## src/design/stc_pkg.sv

```systemverilog
// shared constants and types for the memory self-test controller and its host
package stc_pkg;
    // ----------------------------------------
    // device register map and field positions
    // ----------------------------------------
    localparam logic [8:0] ST_ADDR      = 9'h043;
    localparam int         B_PAR_EN     = 0;
    localparam int         B_CLK_MODE   = 5;
    localparam int         B_TX_START   = 6;
    localparam int         B_RX_START   = 7;
    localparam int         B_TX_DONE    = 8;
    localparam int         B_TX_FAIL    = 11;
    localparam int         B_RX_DONE    = 14;
    localparam int         B_RX_FAIL    = 15;
    localparam logic [15:0] ST_RESET    = 16'h0000;
    // ----------------------------------------
    // test geometry and timing
    // ----------------------------------------
    localparam int         TX_CHANNELS  = 3;
    localparam int         FIFO_DEPTH   = 8;
    localparam int         FIFO_WIDTH   = 32;
    localparam int         LCM_DEPTH    = 256;
    localparam int         LCM_WIDTH    = 16;
    localparam int         RX_CHANNELS  = 8;
    localparam int         CLK_MHZ      = 10;
    localparam int         CNT_W        = 13;
    localparam logic [12:0] TX_TEST_CYC = 13'h2C6;
    localparam logic [12:0] RX_TEST_CYC = 13'hB04;
    localparam int         RX_LONG_CYC  = 5640;
    localparam logic [7:0] PATTERN_SEED = 8'h5A;
    // ----------------------------------------
    // host register map (apb byte addresses)
    // ----------------------------------------
    localparam logic [7:0] H_CTRL       = 8'h00;
    localparam logic [7:0] H_STATUS     = 8'h04;
    localparam logic [7:0] H_IRQ_STS    = 8'h08;
    localparam logic [7:0] H_IRQ_MSK    = 8'h0C;
    localparam int         C_PAR_EN     = 0;
    localparam int         C_CLK_MODE   = 1;
    localparam int         C_RUN_TX     = 2;
    localparam int         C_RUN_RX     = 3;
    localparam int         I_DONE       = 0;
    localparam int         I_REFUSED    = 1;

    typedef enum logic [2:0] {
        H_IDLE, H_WR_CFG, H_WR_GO, H_POLL, H_RESULT, H_WR_CLR
    } host_state_t;

    // self-test word as the host writes it
    function automatic logic [15:0] cfg_word(input logic par, input logic mode,
                                             input logic tx, input logic rx);
        logic [15:0] w;
        w             = 16'h0000;
        w[B_PAR_EN]   = par;
        w[B_CLK_MODE] = mode;
        w[B_TX_START] = tx;
        w[B_RX_START] = rx;
        return w;
    endfunction
endpackage

```

## src/design/stc_link_if.sv

```systemverilog
// register port joining the host controller and the self-test block
`timescale 1ns/1ps
`default_nettype none
interface stc_link_if;
    logic        sel;
    logic        wr;
    logic [8:0]  addr;
    logic [15:0] wdata;
    logic [15:0] rdata;
    logic        transfer_acknowledge;
    logic [7:0]  label_matrix_write_enable;

    modport device (
        input  sel,
        input  wr,
        input  addr,
        input  wdata,
        input  label_matrix_write_enable,
        output rdata,
        output transfer_acknowledge
    );
    modport host (
        output sel,
        output wr,
        output addr,
        output wdata,
        output label_matrix_write_enable,
        input  rdata,
        input  transfer_acknowledge
    );
endinterface
`default_nettype wire

```

## src/design/mem_tester.sv

```systemverilog
// one memory under test with its write/read-back pattern engine
`timescale 1ns/1ps
`default_nettype none
module mem_tester
    import stc_pkg::*;
#(
    parameter int DEPTH = 8,
    parameter int WIDTH = 32
)(
    // clock and reset
    input  wire logic             pclk,
    input  wire logic             presetn,
    // control
    input  wire logic             start,
    input  wire logic [CNT_W-1:0] limit,
    input  wire logic             write_en,
    // result
    output logic                  done,
    output logic                  fail
);
    import stc_pkg::*;

    localparam int AW = $clog2(DEPTH);

    typedef struct packed {
        logic [DEPTH-1:0][WIDTH-1:0] mem;
        logic [CNT_W-1:0]            cnt;
        logic                        run;
        logic                        done;
        logic                        fail;
    } tester_state_t;

    tester_state_t r, n;

    function automatic logic [WIDTH-1:0] pattern(input logic [AW-1:0] a);
        return {(WIDTH/8){PATTERN_SEED}} ^ {{(WIDTH-AW){1'b0}}, a};
    endfunction

    always_comb
    begin
        n = r;
        if (start && !r.run && !r.done)
        begin
            n.run  = 1'b1;
            n.cnt  = '0;
            n.fail = 1'b0;
        end
        else if (r.run)
        begin
            // write pass, then read-back pass, then idle to the fixed length
            if (r.cnt < CNT_W'(DEPTH))
            begin
                if (write_en)
                    n.mem[r.cnt[AW-1:0]] = pattern(r.cnt[AW-1:0]);
            end
            else if (r.cnt < CNT_W'(2 * DEPTH))
            begin
                if (r.mem[r.cnt[AW-1:0]] != pattern(r.cnt[AW-1:0]))
                    n.fail = 1'b1;
            end
            if (r.cnt == limit - 1'b1)
            begin
                n.run  = 1'b0;
                n.done = 1'b1;
            end
            n.cnt = r.cnt + 1'b1;
        end
    end

    always_ff @(posedge pclk or negedge presetn)
    begin
        if (!presetn)
            r <= '0;
        else
            r <= n;
    end

    assign done = r.done;
    assign fail = r.fail;
endmodule
`default_nettype wire

```

## src/design/self_test_device.sv

```systemverilog
// self-test control/status register and memory test sequencing
`timescale 1ns/1ps
`default_nettype none

// Overview of operation
// - bit 0 enables receiver wrong-parity detection
// - bit 5 picks receiver test clock mode
// - transmitter test starts on bit 6 rising
// - label matrix test starts on bit 7 rising
// - bits 8-10 show transmitter test completion
// - bits 11-13 give transmitter pass/fail
// - bit 14 shows label matrix test completion
// - bit 15 gives label matrix pass/fail
// - testing overwrites the tested memory contents
// - only one self-test run per reset
// - transmitter test lasts 710 clock periods
// - label matrix test 2820 or 5640 periods
// - software polls, then rereads for results
// - parity flag sets only when enabled
// - reset clears registers, lasts over 4 cycles
module self_test_device
    import stc_pkg::*;
#(
    parameter int RX_LONG_CYCLES = RX_LONG_CYC
)(
    // clock and reset
    input  wire logic  pclk,
    input  wire logic  presetn,
    // register port
    stc_link_if.device link,
    // receiver parity events
    input  wire logic  rx_parity_error,
    input  wire logic  wrong_parity_clear,
    output logic       parity_detect_enable,
    output logic       wrong_parity_flag
);
    import stc_pkg::*;

    // ----------------------------------------
    // state
    // ----------------------------------------
    typedef struct packed {
        // command bits
        logic        par_en;
        logic        clk_mode;
        logic        tx_bit;
        logic        rx_bit;
        // run bookkeeping
        logic        used;
        logic        tx_go;
        logic        rx_go;
        // port answer
        logic        ack;
        logic [15:0] rdata;
        // parity status
        logic        par_flag;
    } device_state_t;

    device_state_t r;
    device_state_t n;

    // tester results
    logic [TX_CHANNELS-1:0] tx_done;
    logic [TX_CHANNELS-1:0] tx_fail;
    logic                   rx_done;
    logic                   rx_fail;
    logic [CNT_W-1:0]       rx_limit;
    logic                   lcm_we_all;

    // register decode
    logic                   hit;
    logic                   wr_hit;
    logic                   tx_rise;
    logic                   rx_rise;

    // ----------------------------------------
    // memories under test
    // ----------------------------------------
    // one tester per transmitter fifo
    genvar g;
    generate
        for (g = 0; g < TX_CHANNELS; g++)
        begin : g_fifo
            mem_tester #(
                .DEPTH (FIFO_DEPTH),
                .WIDTH (FIFO_WIDTH)
            ) u_fifo (
                .pclk     (pclk),
                .presetn  (presetn),
                .start    (r.tx_go),
                .limit    (TX_TEST_CYC),
                .write_en (1'b1),
                .done     (tx_done[g]),
                .fail     (tx_fail[g])
            );
        end
    endgenerate

    // long count in the faster clock mode
    assign rx_limit   = r.clk_mode ? CNT_W'(RX_LONG_CYCLES) : RX_TEST_CYC;
    // cells are only written when every receiver allows it
    assign lcm_we_all = &link.label_matrix_write_enable;

    mem_tester #(
        .DEPTH (LCM_DEPTH),
        .WIDTH (LCM_WIDTH)
    ) u_lcm (
        .pclk     (pclk),
        .presetn  (presetn),
        .start    (r.rx_go),
        .limit    (rx_limit),
        .write_en (lcm_we_all),
        .done     (rx_done),
        .fail     (rx_fail)
    );

    // ----------------------------------------
    // register access
    // ----------------------------------------
    // start fires only on a 0-to-1 write
    function automatic logic start_edge(input logic wr_now, input logic bit_new,
                                        input logic bit_old);
        return wr_now && bit_new && !bit_old;
    endfunction

    assign hit     = link.sel && !r.ack && (link.addr == ST_ADDR);
    assign wr_hit  = hit && link.wr;
    assign tx_rise = start_edge(wr_hit, link.wdata[B_TX_START], r.tx_bit);
    assign rx_rise = start_edge(wr_hit, link.wdata[B_RX_START], r.rx_bit);

    always_comb
    begin
        n       = r;
        n.tx_go = 1'b0;
        n.rx_go = 1'b0;
        n.ack   = hit;

        // ----------------------------------------
        // command write
        // ----------------------------------------
        if (wr_hit)
        begin
            n.par_en   = link.wdata[B_PAR_EN];
            n.clk_mode = link.wdata[B_CLK_MODE];
            n.tx_bit   = link.wdata[B_TX_START];
            n.rx_bit   = link.wdata[B_RX_START];
            // both starts of one write form a single run
            if (!r.used && (tx_rise || rx_rise))
            begin
                n.used  = 1'b1;
                n.tx_go = tx_rise;
                n.rx_go = rx_rise;
            end
        end

        // ----------------------------------------
        // status readback
        // ----------------------------------------
        if (hit && !link.wr)
        begin
            n.rdata               = ST_RESET;
            n.rdata[B_PAR_EN]     = r.par_en;
            n.rdata[B_CLK_MODE]   = r.clk_mode;
            n.rdata[B_TX_START]   = r.tx_bit;
            n.rdata[B_RX_START]   = r.rx_bit;
            n.rdata[B_TX_DONE +: TX_CHANNELS] = tx_done;
            n.rdata[B_TX_FAIL +: TX_CHANNELS] = tx_fail;
            n.rdata[B_RX_DONE]    = rx_done;
            n.rdata[B_RX_FAIL]    = rx_fail;
        end

        // ----------------------------------------
        // receiver parity
        // ----------------------------------------
        // event wins over a clear in the same cycle
        if (wrong_parity_clear)
        begin
            n.par_flag = 1'b0;
        end
        if (rx_parity_error && r.par_en)
        begin
            n.par_flag = 1'b1;
        end
    end

    always_ff @(posedge pclk or negedge presetn)
    begin
        if (!presetn)
        begin
            r <= '0;
        end
        else
        begin
            r <= n;
        end
    end

    // ----------------------------------------
    // outputs
    // ----------------------------------------
    assign link.rdata                = r.rdata;
    assign link.transfer_acknowledge = r.ack;
    assign parity_detect_enable      = r.par_en;
    assign wrong_parity_flag         = r.par_flag;
endmodule
`default_nettype wire

```

## src/flat_wrapper.sv

```systemverilog
// flat-port wrapper written by rule: the top's interface ports become plain ports
module self_test_device_flat import stc_pkg::*;
#(
    parameter int RX_LONG_CYCLES = RX_LONG_CYC
)
  (pclk, presetn, rx_parity_error, wrong_parity_clear, parity_detect_enable, wrong_parity_flag, link_sel, link_wr, link_addr, link_wdata, link_label_matrix_write_enable, link_rdata, link_transfer_acknowledge);
  stc_link_if link_i ();
  input  wire logic pclk;
  input  wire logic presetn;
  input  wire logic rx_parity_error;
  input  wire logic wrong_parity_clear;
  output logic parity_detect_enable;
  output logic wrong_parity_flag;
  input wire logic [$bits(link_i.sel)-1:0] link_sel;
  input wire logic [$bits(link_i.wr)-1:0] link_wr;
  input wire logic [$bits(link_i.addr)-1:0] link_addr;
  input wire logic [$bits(link_i.wdata)-1:0] link_wdata;
  input wire logic [$bits(link_i.label_matrix_write_enable)-1:0] link_label_matrix_write_enable;
  output wire logic [$bits(link_i.rdata)-1:0] link_rdata;
  output wire logic [$bits(link_i.transfer_acknowledge)-1:0] link_transfer_acknowledge;
  assign link_i.sel = link_sel;
  assign link_i.wr = link_wr;
  assign link_i.addr = link_addr;
  assign link_i.wdata = link_wdata;
  assign link_i.label_matrix_write_enable = link_label_matrix_write_enable;
  assign link_rdata = link_i.rdata;
  assign link_transfer_acknowledge = link_i.transfer_acknowledge;
  self_test_device #(.RX_LONG_CYCLES(RX_LONG_CYCLES)) u_core (.pclk(pclk), .presetn(presetn), .link(link_i), .rx_parity_error(rx_parity_error), .wrong_parity_clear(wrong_parity_clear), .parity_detect_enable(parity_detect_enable), .wrong_parity_flag(wrong_parity_flag));
endmodule
```

## config.mk

```make
export PLATFORM = sky130hd
export DESIGN_NAME = self_test_device_flat
export DESIGN_NICKNAME = d
export VERILOG_FILES = /design/src/design/stc_pkg.sv /design/src/design/stc_link_if.sv /design/src/design/mem_tester.sv /design/src/design/self_test_device.sv /design/src/flat_wrapper.sv
export SDC_FILE = /design/constraint.sdc
export NUM_CORES = 2
export LEC_CHECK = 0
export ABC_AREA = 0
export ABC_CLOCK_PERIOD_IN_PS = 7500
export CAP_MARGIN = 10
export CORE_MARGIN = 2
export CORE_UTILIZATION = 60
export CTS_CLUSTER_DIAMETER = 60
export DETAILED_ROUTE_END_ITERATION = 16
export DONT_BUFFER_PORTS = 1
export PLACE_DENSITY = 0.77
export REMOVE_ABC_BUFFERS = 1
export SLEW_MARGIN = 5
export SYNTH_ARGS = -nofsm -noshare
export SYNTH_HDL_FRONTEND = slang
export SYNTH_SLANG_ARGS = --single-unit
```

## constraint.sdc

```tcl
create_clock -name pclk -period 7.5 [get_ports pclk]
set_input_delay 1.875 -clock pclk [delete_from_list [all_inputs] [get_ports pclk]]
set_output_delay 1.875 -clock pclk [all_outputs]
set_load 0.01 [all_outputs]
```

* Yosys cells after proc, flatten, opt, wreduce, memory -nomap -nowiden *
Cells that the tools add are included.
Widths: inputs -> output; s select.

operators by class
  shift-type cells = 0
  div/mod/pow operators = 0
  bitwise logic cells = 8
  muxes and demuxes = 53
  multipliers = 0
  reductions and logical operators = 62
  $lt $le $gt $ge = 16
  $add $sub $neg = 5
  equal/unequal tests = 13

operators by type and width
  cell                   count
  $bwmux 4096            1
  $bwmux 256             3
  $bmux 32 s3            3
  $demux 32 s3           3
  $mux 32                6
  $bmux 16 s8            1
  $demux 16 s8           1
  $mux 16                6
  $ne 32x31->1           3
  $mux 14                4
  $add 13x1->13 const B  4
  $not 1->16             3
  $eq 13x10->1 const B   3
  $lt 13x4->1 const B    3
  $lt 13x5->1 const B    3
  $reduce_bool 2->1      13
  $logic_and 1x1->1      22
  $reduce_and 3->1       7
  $mux 1                 18
  $ne 16x15->1           1
  $reduce_and 4->1       4
  $eq 13x13->1           1
  $logic_not 1->1        13
  $lt 13x10->1 const B   1
  15 further kinds       30

word-level totals
  register bits = 4949
  latch bits = 0
  RAM bits = 0
  word-level logic and storage cells = 463
  memories kept = 0
  output and inout port bits = 19
  memory bits (read-only) = 0
  input port bits = 39

* Longest topological paths before layout *
  depth in word-level cells = 10
  depth in mapped cells = 16
  depth with buffers taken out = 9

* Modules after synthesis *
From an unflattened synthesis, not the netlist that was laid out.

unflattened totals
  cells, all modules = 8508
  area total of the unflattened synthesis = 104647.9 um^2

by module, submodules not included
  module                                    seq. area each (um^2)  area an instance (um^2)  cells each  times used
  mem_tester (u_core.u_lcm)                 58055.7                96064.6                  7681        1
  mem_tester (u_core.g_fifo[0].u_fifo ...)  1201.2                 2493.6                   248         2
  mem_tester (u_core.g_fifo[2].u_fifo)      1201.2                 2541.2                   254         1
  self_test_device                          525.5                  1054.8                   77          1

* Least setup slack after synthesis *
OpenSTA, ideal clock, no wires.

  path kind = input to register
  start = input link_label_matrix_write_enable[4]
  end = register u_core.u_lcm.r[3412] (netlist name)
  arrival time = 3616 ps
  library setup time = 119 ps
  data required time = 7381 ps
  path slack = 3765 ps
  buffers on the path = 2
  stages = 8
  cell sequence = nand4_1 -> nor4_1 -> nand2_1 -> nor2_1 -> clkbuf_1 -> nand2_1 -> clkbuf_1 -> and2_1

on the way
  longest elaborated chain between the ends = 1

RTL lines
  item                         RTL line            RTL
  start: declaration           flat_wrapper.sv:18  input wire logic [$bits(link_i.label_matrix_write_enable)-1:0] link_label_matrix_write_enable;
  $reduce_and 11->1 (no line)  -
  end signal: assignment       mem_tester.sv:75    r <= n;
  end: declaration             mem_tester.sv:33    tester_state_t r, n;

No other way between the ends.
A chain may end at the register's enable or synchronous reset.

==> load_flow_metrics.sql <==
INSERT INTO impl_metrics (metric_group, metric, value, unit) VALUES
('status', 'outcome', 'completed', ''),
('layout', 'fraction_of_final_layout_cells_with_drive_strength_greater_than_1', '0.126', ''),
('setup_path', 'critical_path_data_required_time', '8.43', 'ns'),
('logic_synthesis', 'synthesis.area_per_instance', '12.7', 'sq um'),
('place', 'detailedPlacementHpwl', '158000', 'microns'),
('power_and_ir_drop', 'vdd_ir_drop_max', '0.213', 'mV'),
('clock_tree', 'tritoncts', 'done', ''),
('floorplanning', 'chipHeight', '418', 'microns'),
('timing', 'relSlewSlack', '0.0509', ''),
('layout', 'layout-area-overhead-vs-synth', '8.51', '%'),
('setup_path', 'worstSetupStartpointType', 'input port', ''),
('timing', 'timing.final.hold_violations', '0', ''),
('timing', 'setup_violations', '0', ''),
('power_and_ir_drop', 'power.share.sequential', '0.492', ''),
('global_routing', 'grt_usage', '0.304', ''),
('setup_path', 'critPathSlowestCell', 'sky130_fd_sc_hd__buf_16', ''),
('clock_tree', 'insertion_delay', '0.88', 'ns'),
('clock_tree', 'cts-root-buf', 'sky130_fd_sc_hd__clkbuf_16', ''),
('drt', 'drt_first_iter_violations', '7576', ''),
('floorplanning', 'floorplan.die.width', '418', 'microns'),
('min_path', 'min_path_type', 'reg -> reg', ''),
('power_and_ir_drop', 'post-layout-total-power', '27500', 'uW'),
('drt', 'dr.pass1.iters', '6', ''),
('drt', 'vias_per_cell', '6.28', ''),
('power_and_ir_drop', 'net-switching-power', '6510', 'uW'),
('logic_synthesis', 'synth-edff-count', '0', ''),
('drt', 'route.vias.total', '64000', ''),
('clock_tree', 'clk_transition_reported_paths', '0.06', 'ns'),
('logic_synthesis', 'synth_sequential_area_ratio', '0.606', ''),
('setup_path', 'cell_by_cell_listing_of_the_critical_path', 'buf_16, buf_16, buf_16, buf_16, buf_16, buf_16, buf_16, buf_16', ''),
('logic_synthesis', 'postSynth.topFlopCell', 'sky130_fd_sc_hd__dfrtp_1', ''),
('place', 'dp_slack', '-0.0910', 'ns'),
('timing', 'maxClockFrequency', '160', 'MHz'),
('power_and_ir_drop', 'comb_power_share', '0.066', ''),
('global_routing', 'grt_remaining_overflow', '0', ''),
('clock_tree', 'ctsHoldBuffers', '0', ''),
('layout', 'utilization', '0.656', ''),
('power_and_ir_drop', 'leakage', '0.0548', 'uW'),
('setup_path', 'crit_path_leading_delay_family', 'buffers and inverters', ''),
('setup_path', 'critical_path.startpoint', 'presetn', ''),
('logic_synthesis', 'yosys_warnings', '0', ''),
('logic_synthesis', 'postSynthCellCount', '8059', ''),
('min_path', 'worstHoldPathCells', '1', ''),
('min_path', 'holdCritStartpoint', 'u_core.u_lcm.r[4078]', ''),
('timing', 'tightest_slew', '1.41', 'ns'),
('clock_tree', 'cts_sinks', '2485', ''),
('place', 'gpl.final_weighted_congestion', '0.887', ''),
('drt', 'wl', '260000', 'microns'),
('timing', 'worst_slack', '1.26', 'ns'),
('logic_synthesis', 'postSynthRegisterBits', '2485', ''),
('global_routing', 'maximum_number_of_pins_on_one_net_before_global_route_repair', '284', ''),
('floorplanning', 'floorplan.rows', '151', ''),
('logic_synthesis', 'async_set_or_reset_register_ratio_after_synthesis', '1.00', ''),
('setup_path', 'reg2regPathDepth', '10', ''),
('global_routing', 'grt_pass1_vias', '65600', ''),
('clock_tree', 'cts.repair.resized', '0', ''),
('flow_run', 'drv.max_cap_violation_count', '0', ''),
('setup_path', 'crit-reg2reg-launch', 'u_core.u_lcm.r[3]', ''),
('setup_path', 'critical_path_arrival', '7.17', 'ns'),
('clock_tree', 'post_cts_setup_driven_buffer_insertion_count', '0', ''),
('logic_synthesis', 'synth_area', '103000', 'sq um'),
('clock_tree', 'number_of_buffers_between_clock_root_and_the_deepest_sink', '3', ''),
('timing', 'fin_skew', '0.0448', 'ns'),
('setup_path', 'critical_path.max_fanout', '227', ''),
('setup_path', 'worstPathBufferInverterCount', '8', ''),
('timing', 'period_minus_slack', '6.24', 'ns'),
('power_and_ir_drop', 'areal_power_density_over_the_cells', '247', 'nW/um^2'),
('layout', 'layout.nets', '7822', ''),
('drt', 'wire_per_inst', '25.5', 'microns'),
('floorplanning', 'start_util', '0.605', ''),
('clock_tree', 'number_of_clock_buffers_inserted_by_tritoncts', '234', '');
[through the flow]
| step | cell area [sq um] | setup TNS [ns] | std cells |
|---|---|---|---|
| final | 111000 | 0 | 10200 |
| after global routing | 111000 | 0 | 10200 |
| after CTS | 111000 | 0 | 10200 |
| after detailed placement | 103000 | -18.08 | 9749 |
| after global placement | 103000 | 0 | 9747 |
| after floorplan | 99400 | - | 7444 |
[final timing paths]
kind,endpoint,slack (ns)
setup / recovery,u_core.u_lcm.r[992],1.26
hold / removal,u_core.u_lcm.r[4078],0.46
setup reg to reg,u_core.u_lcm.fail,2.17
hold reg to reg,u_core.u_lcm.r[4078],0.46
max in group pclk,u_core.u_lcm.fail,2.17
min in group asynchronous,u_core.u_lcm.r[3095],0.73
[kinds of logic (layout without fill, tap and decap cells)]
| group | after synthesis | count (layout) | share of synthesized area |
|---|---|---|---|
| mux | 698 | 698 | 0.129 |
| other cells | 1 | 7 | 0.0000365 |
| buf+inv | 641 | 546 | 0.0326 |
| simple gates | 3186 | 3186 | 0.169 |
| flops | 2485 | 2485 | 0.606 |
| compound gates | 1020 | 1020 | 0.0603 |
| xor+xnor | 18 | 18 | 0.00154 |
| fa+ha+maj | 10 | 10 | 0.00122 |
[power groups by stage]
stage	logic [uW]	registers [uW]	clock network (uW)
2_1_floorplan	1200	14100	0
6_report	1810	13500	12100
3_5_place_dp	1810	13800	0
3_3_place_gp	1790	13800	0
5_1_grt	1950	13500	12800
4_1_cts	1820	13500	12200
[cells in the mapped netlist, types with 8 or more instances]
library cell	count	area (sq um)
sky130_fd_sc_hd__nor2b_1	42	263
sky130_fd_sc_hd__a21oi_1	70	350
sky130_fd_sc_hd__buf_4	68	510
sky130_fd_sc_hd__and2_1	798	4990
sky130_fd_sc_hd__nor4b_1	8	70.1
sky130_fd_sc_hd__nand2_1	892	3350
sky130_fd_sc_hd__a211oi_1	24	180
sky130_fd_sc_hd__or2_2	32	200
sky130_fd_sc_hd__o22ai_1	12	75.1
sky130_fd_sc_hd__o31ai_1	10	75.1
sky130_fd_sc_hd__o211ai_1	8	60.1
sky130_fd_sc_hd__inv_1	20	75.1
sky130_fd_sc_hd__mux4_2	454	10200
sky130_fd_sc_hd__o21ai_0	571	2860
sky130_fd_sc_hd__clkbuf_1	404	1520
sky130_fd_sc_hd__buf_1	8	30.0
sky130_fd_sc_hd__nor3_1	43	215
sky130_fd_sc_hd__dfrtp_1	2485	62200
sky130_fd_sc_hd__a41oi_1	10	87.6
sky130_fd_sc_hd__and3_1	13	81.3
sky130_fd_sc_hd__mux2_2	19	214
sky130_fd_sc_hd__nor4_1	24	150
sky130_fd_sc_hd__nand3_1	103	515
sky130_fd_sc_hd__buf_2	66	330
sky130_fd_sc_hd__nand4_1	23	144
sky130_fd_sc_hd__a31oi_1	12	75.1
sky130_fd_sc_hd__a22o_1	36	315
sky130_fd_sc_hd__a2111oi_0	12	105
sky130_fd_sc_hd__mux2i_1	191	1910
sky130_fd_sc_hd__ha_1	10	125
sky130_fd_sc_hd__buf_12	8	160
sky130_fd_sc_hd__o311ai_0	8	70.1
sky130_fd_sc_hd__xnor2_1	11	96.3
sky130_fd_sc_hd__buf_6	53	597
sky130_fd_sc_hd__nand2b_1	1074	6720
sky130_fd_sc_hd__nor2_1	97	364
sky130_fd_sc_hd__mux4_1	32	841
sky130_fd_sc_hd__a22oi_1	191	1430
sky130_fd_sc_hd__a221oi_1	22	193
[flip-flops by register name, indices dropped and copies added (netlist names)]
signal	count
u_core.u_lcm.r	2318
u_core.g_fifo.u_fifo.r	138
u_core.link.rdata	12
u_core.r	6
u_core.g_fifo.u_fifo.done	3
u_core.g_fifo.u_fifo.fail	3
u_core.link.transfer_acknowledge	1
u_core.parity_detect_enable	1
u_core.u_lcm.done	1
u_core.u_lcm.fail	1
u_core.wrong_parity_flag	1
[final cells by class]
cell class	count	area, sq um
tap	2218	2780
clock inverter	67	843
sequential	2485	62200
timing repair buffer	93	1180
multi-input combinational	4936	37200
clock buffer	363	7080
inverter	23	93.8
antenna	3	7.51
fill	11900	58300
[cell usage in the layout, fill, tap and decap left out, types with 22 or more instances in the layout]
cell type and count:
sky130_fd_sc_hd__dfrtp_1 2481, sky130_fd_sc_hd__nand2b_1 1074, sky130_fd_sc_hd__nand2_1 892, sky130_fd_sc_hd__and2_1 790, sky130_fd_sc_hd__o21ai_0 571, sky130_fd_sc_hd__mux4_2 454
sky130_fd_sc_hd__clkbuf_16 237, sky130_fd_sc_hd__mux2i_1 191, sky130_fd_sc_hd__a22oi_1 191, sky130_fd_sc_hd__nand3_1 103, sky130_fd_sc_hd__nor2_1 94, sky130_fd_sc_hd__a21oi_1 70
sky130_fd_sc_hd__clkbuf_8 68, sky130_fd_sc_hd__buf_4 62, sky130_fd_sc_hd__clkbuf_1 58, sky130_fd_sc_hd__nor3_1 43, sky130_fd_sc_hd__nor2b_1 38, sky130_fd_sc_hd__a22o_1 36
sky130_fd_sc_hd__or2_2 32, sky130_fd_sc_hd__mux4_1 32, sky130_fd_sc_hd__clkinv_2 29, sky130_fd_sc_hd__a211oi_1 24, sky130_fd_sc_hd__nand4_1 23, sky130_fd_sc_hd__nor4_1 23
sky130_fd_sc_hd__a221oi_1 22
[routing by layer]
metal  vias up  part of all wire  global-route usage
met2      2718              0.46               0.453
met3       672             0.091              0.0774
met1     33600              0.40               0.429
met4         8             0.047               0.133
li1      27000                 -                   -
met5         -           0.00018                   0
No activity file was read; power rests on OpenSTA's default activity.
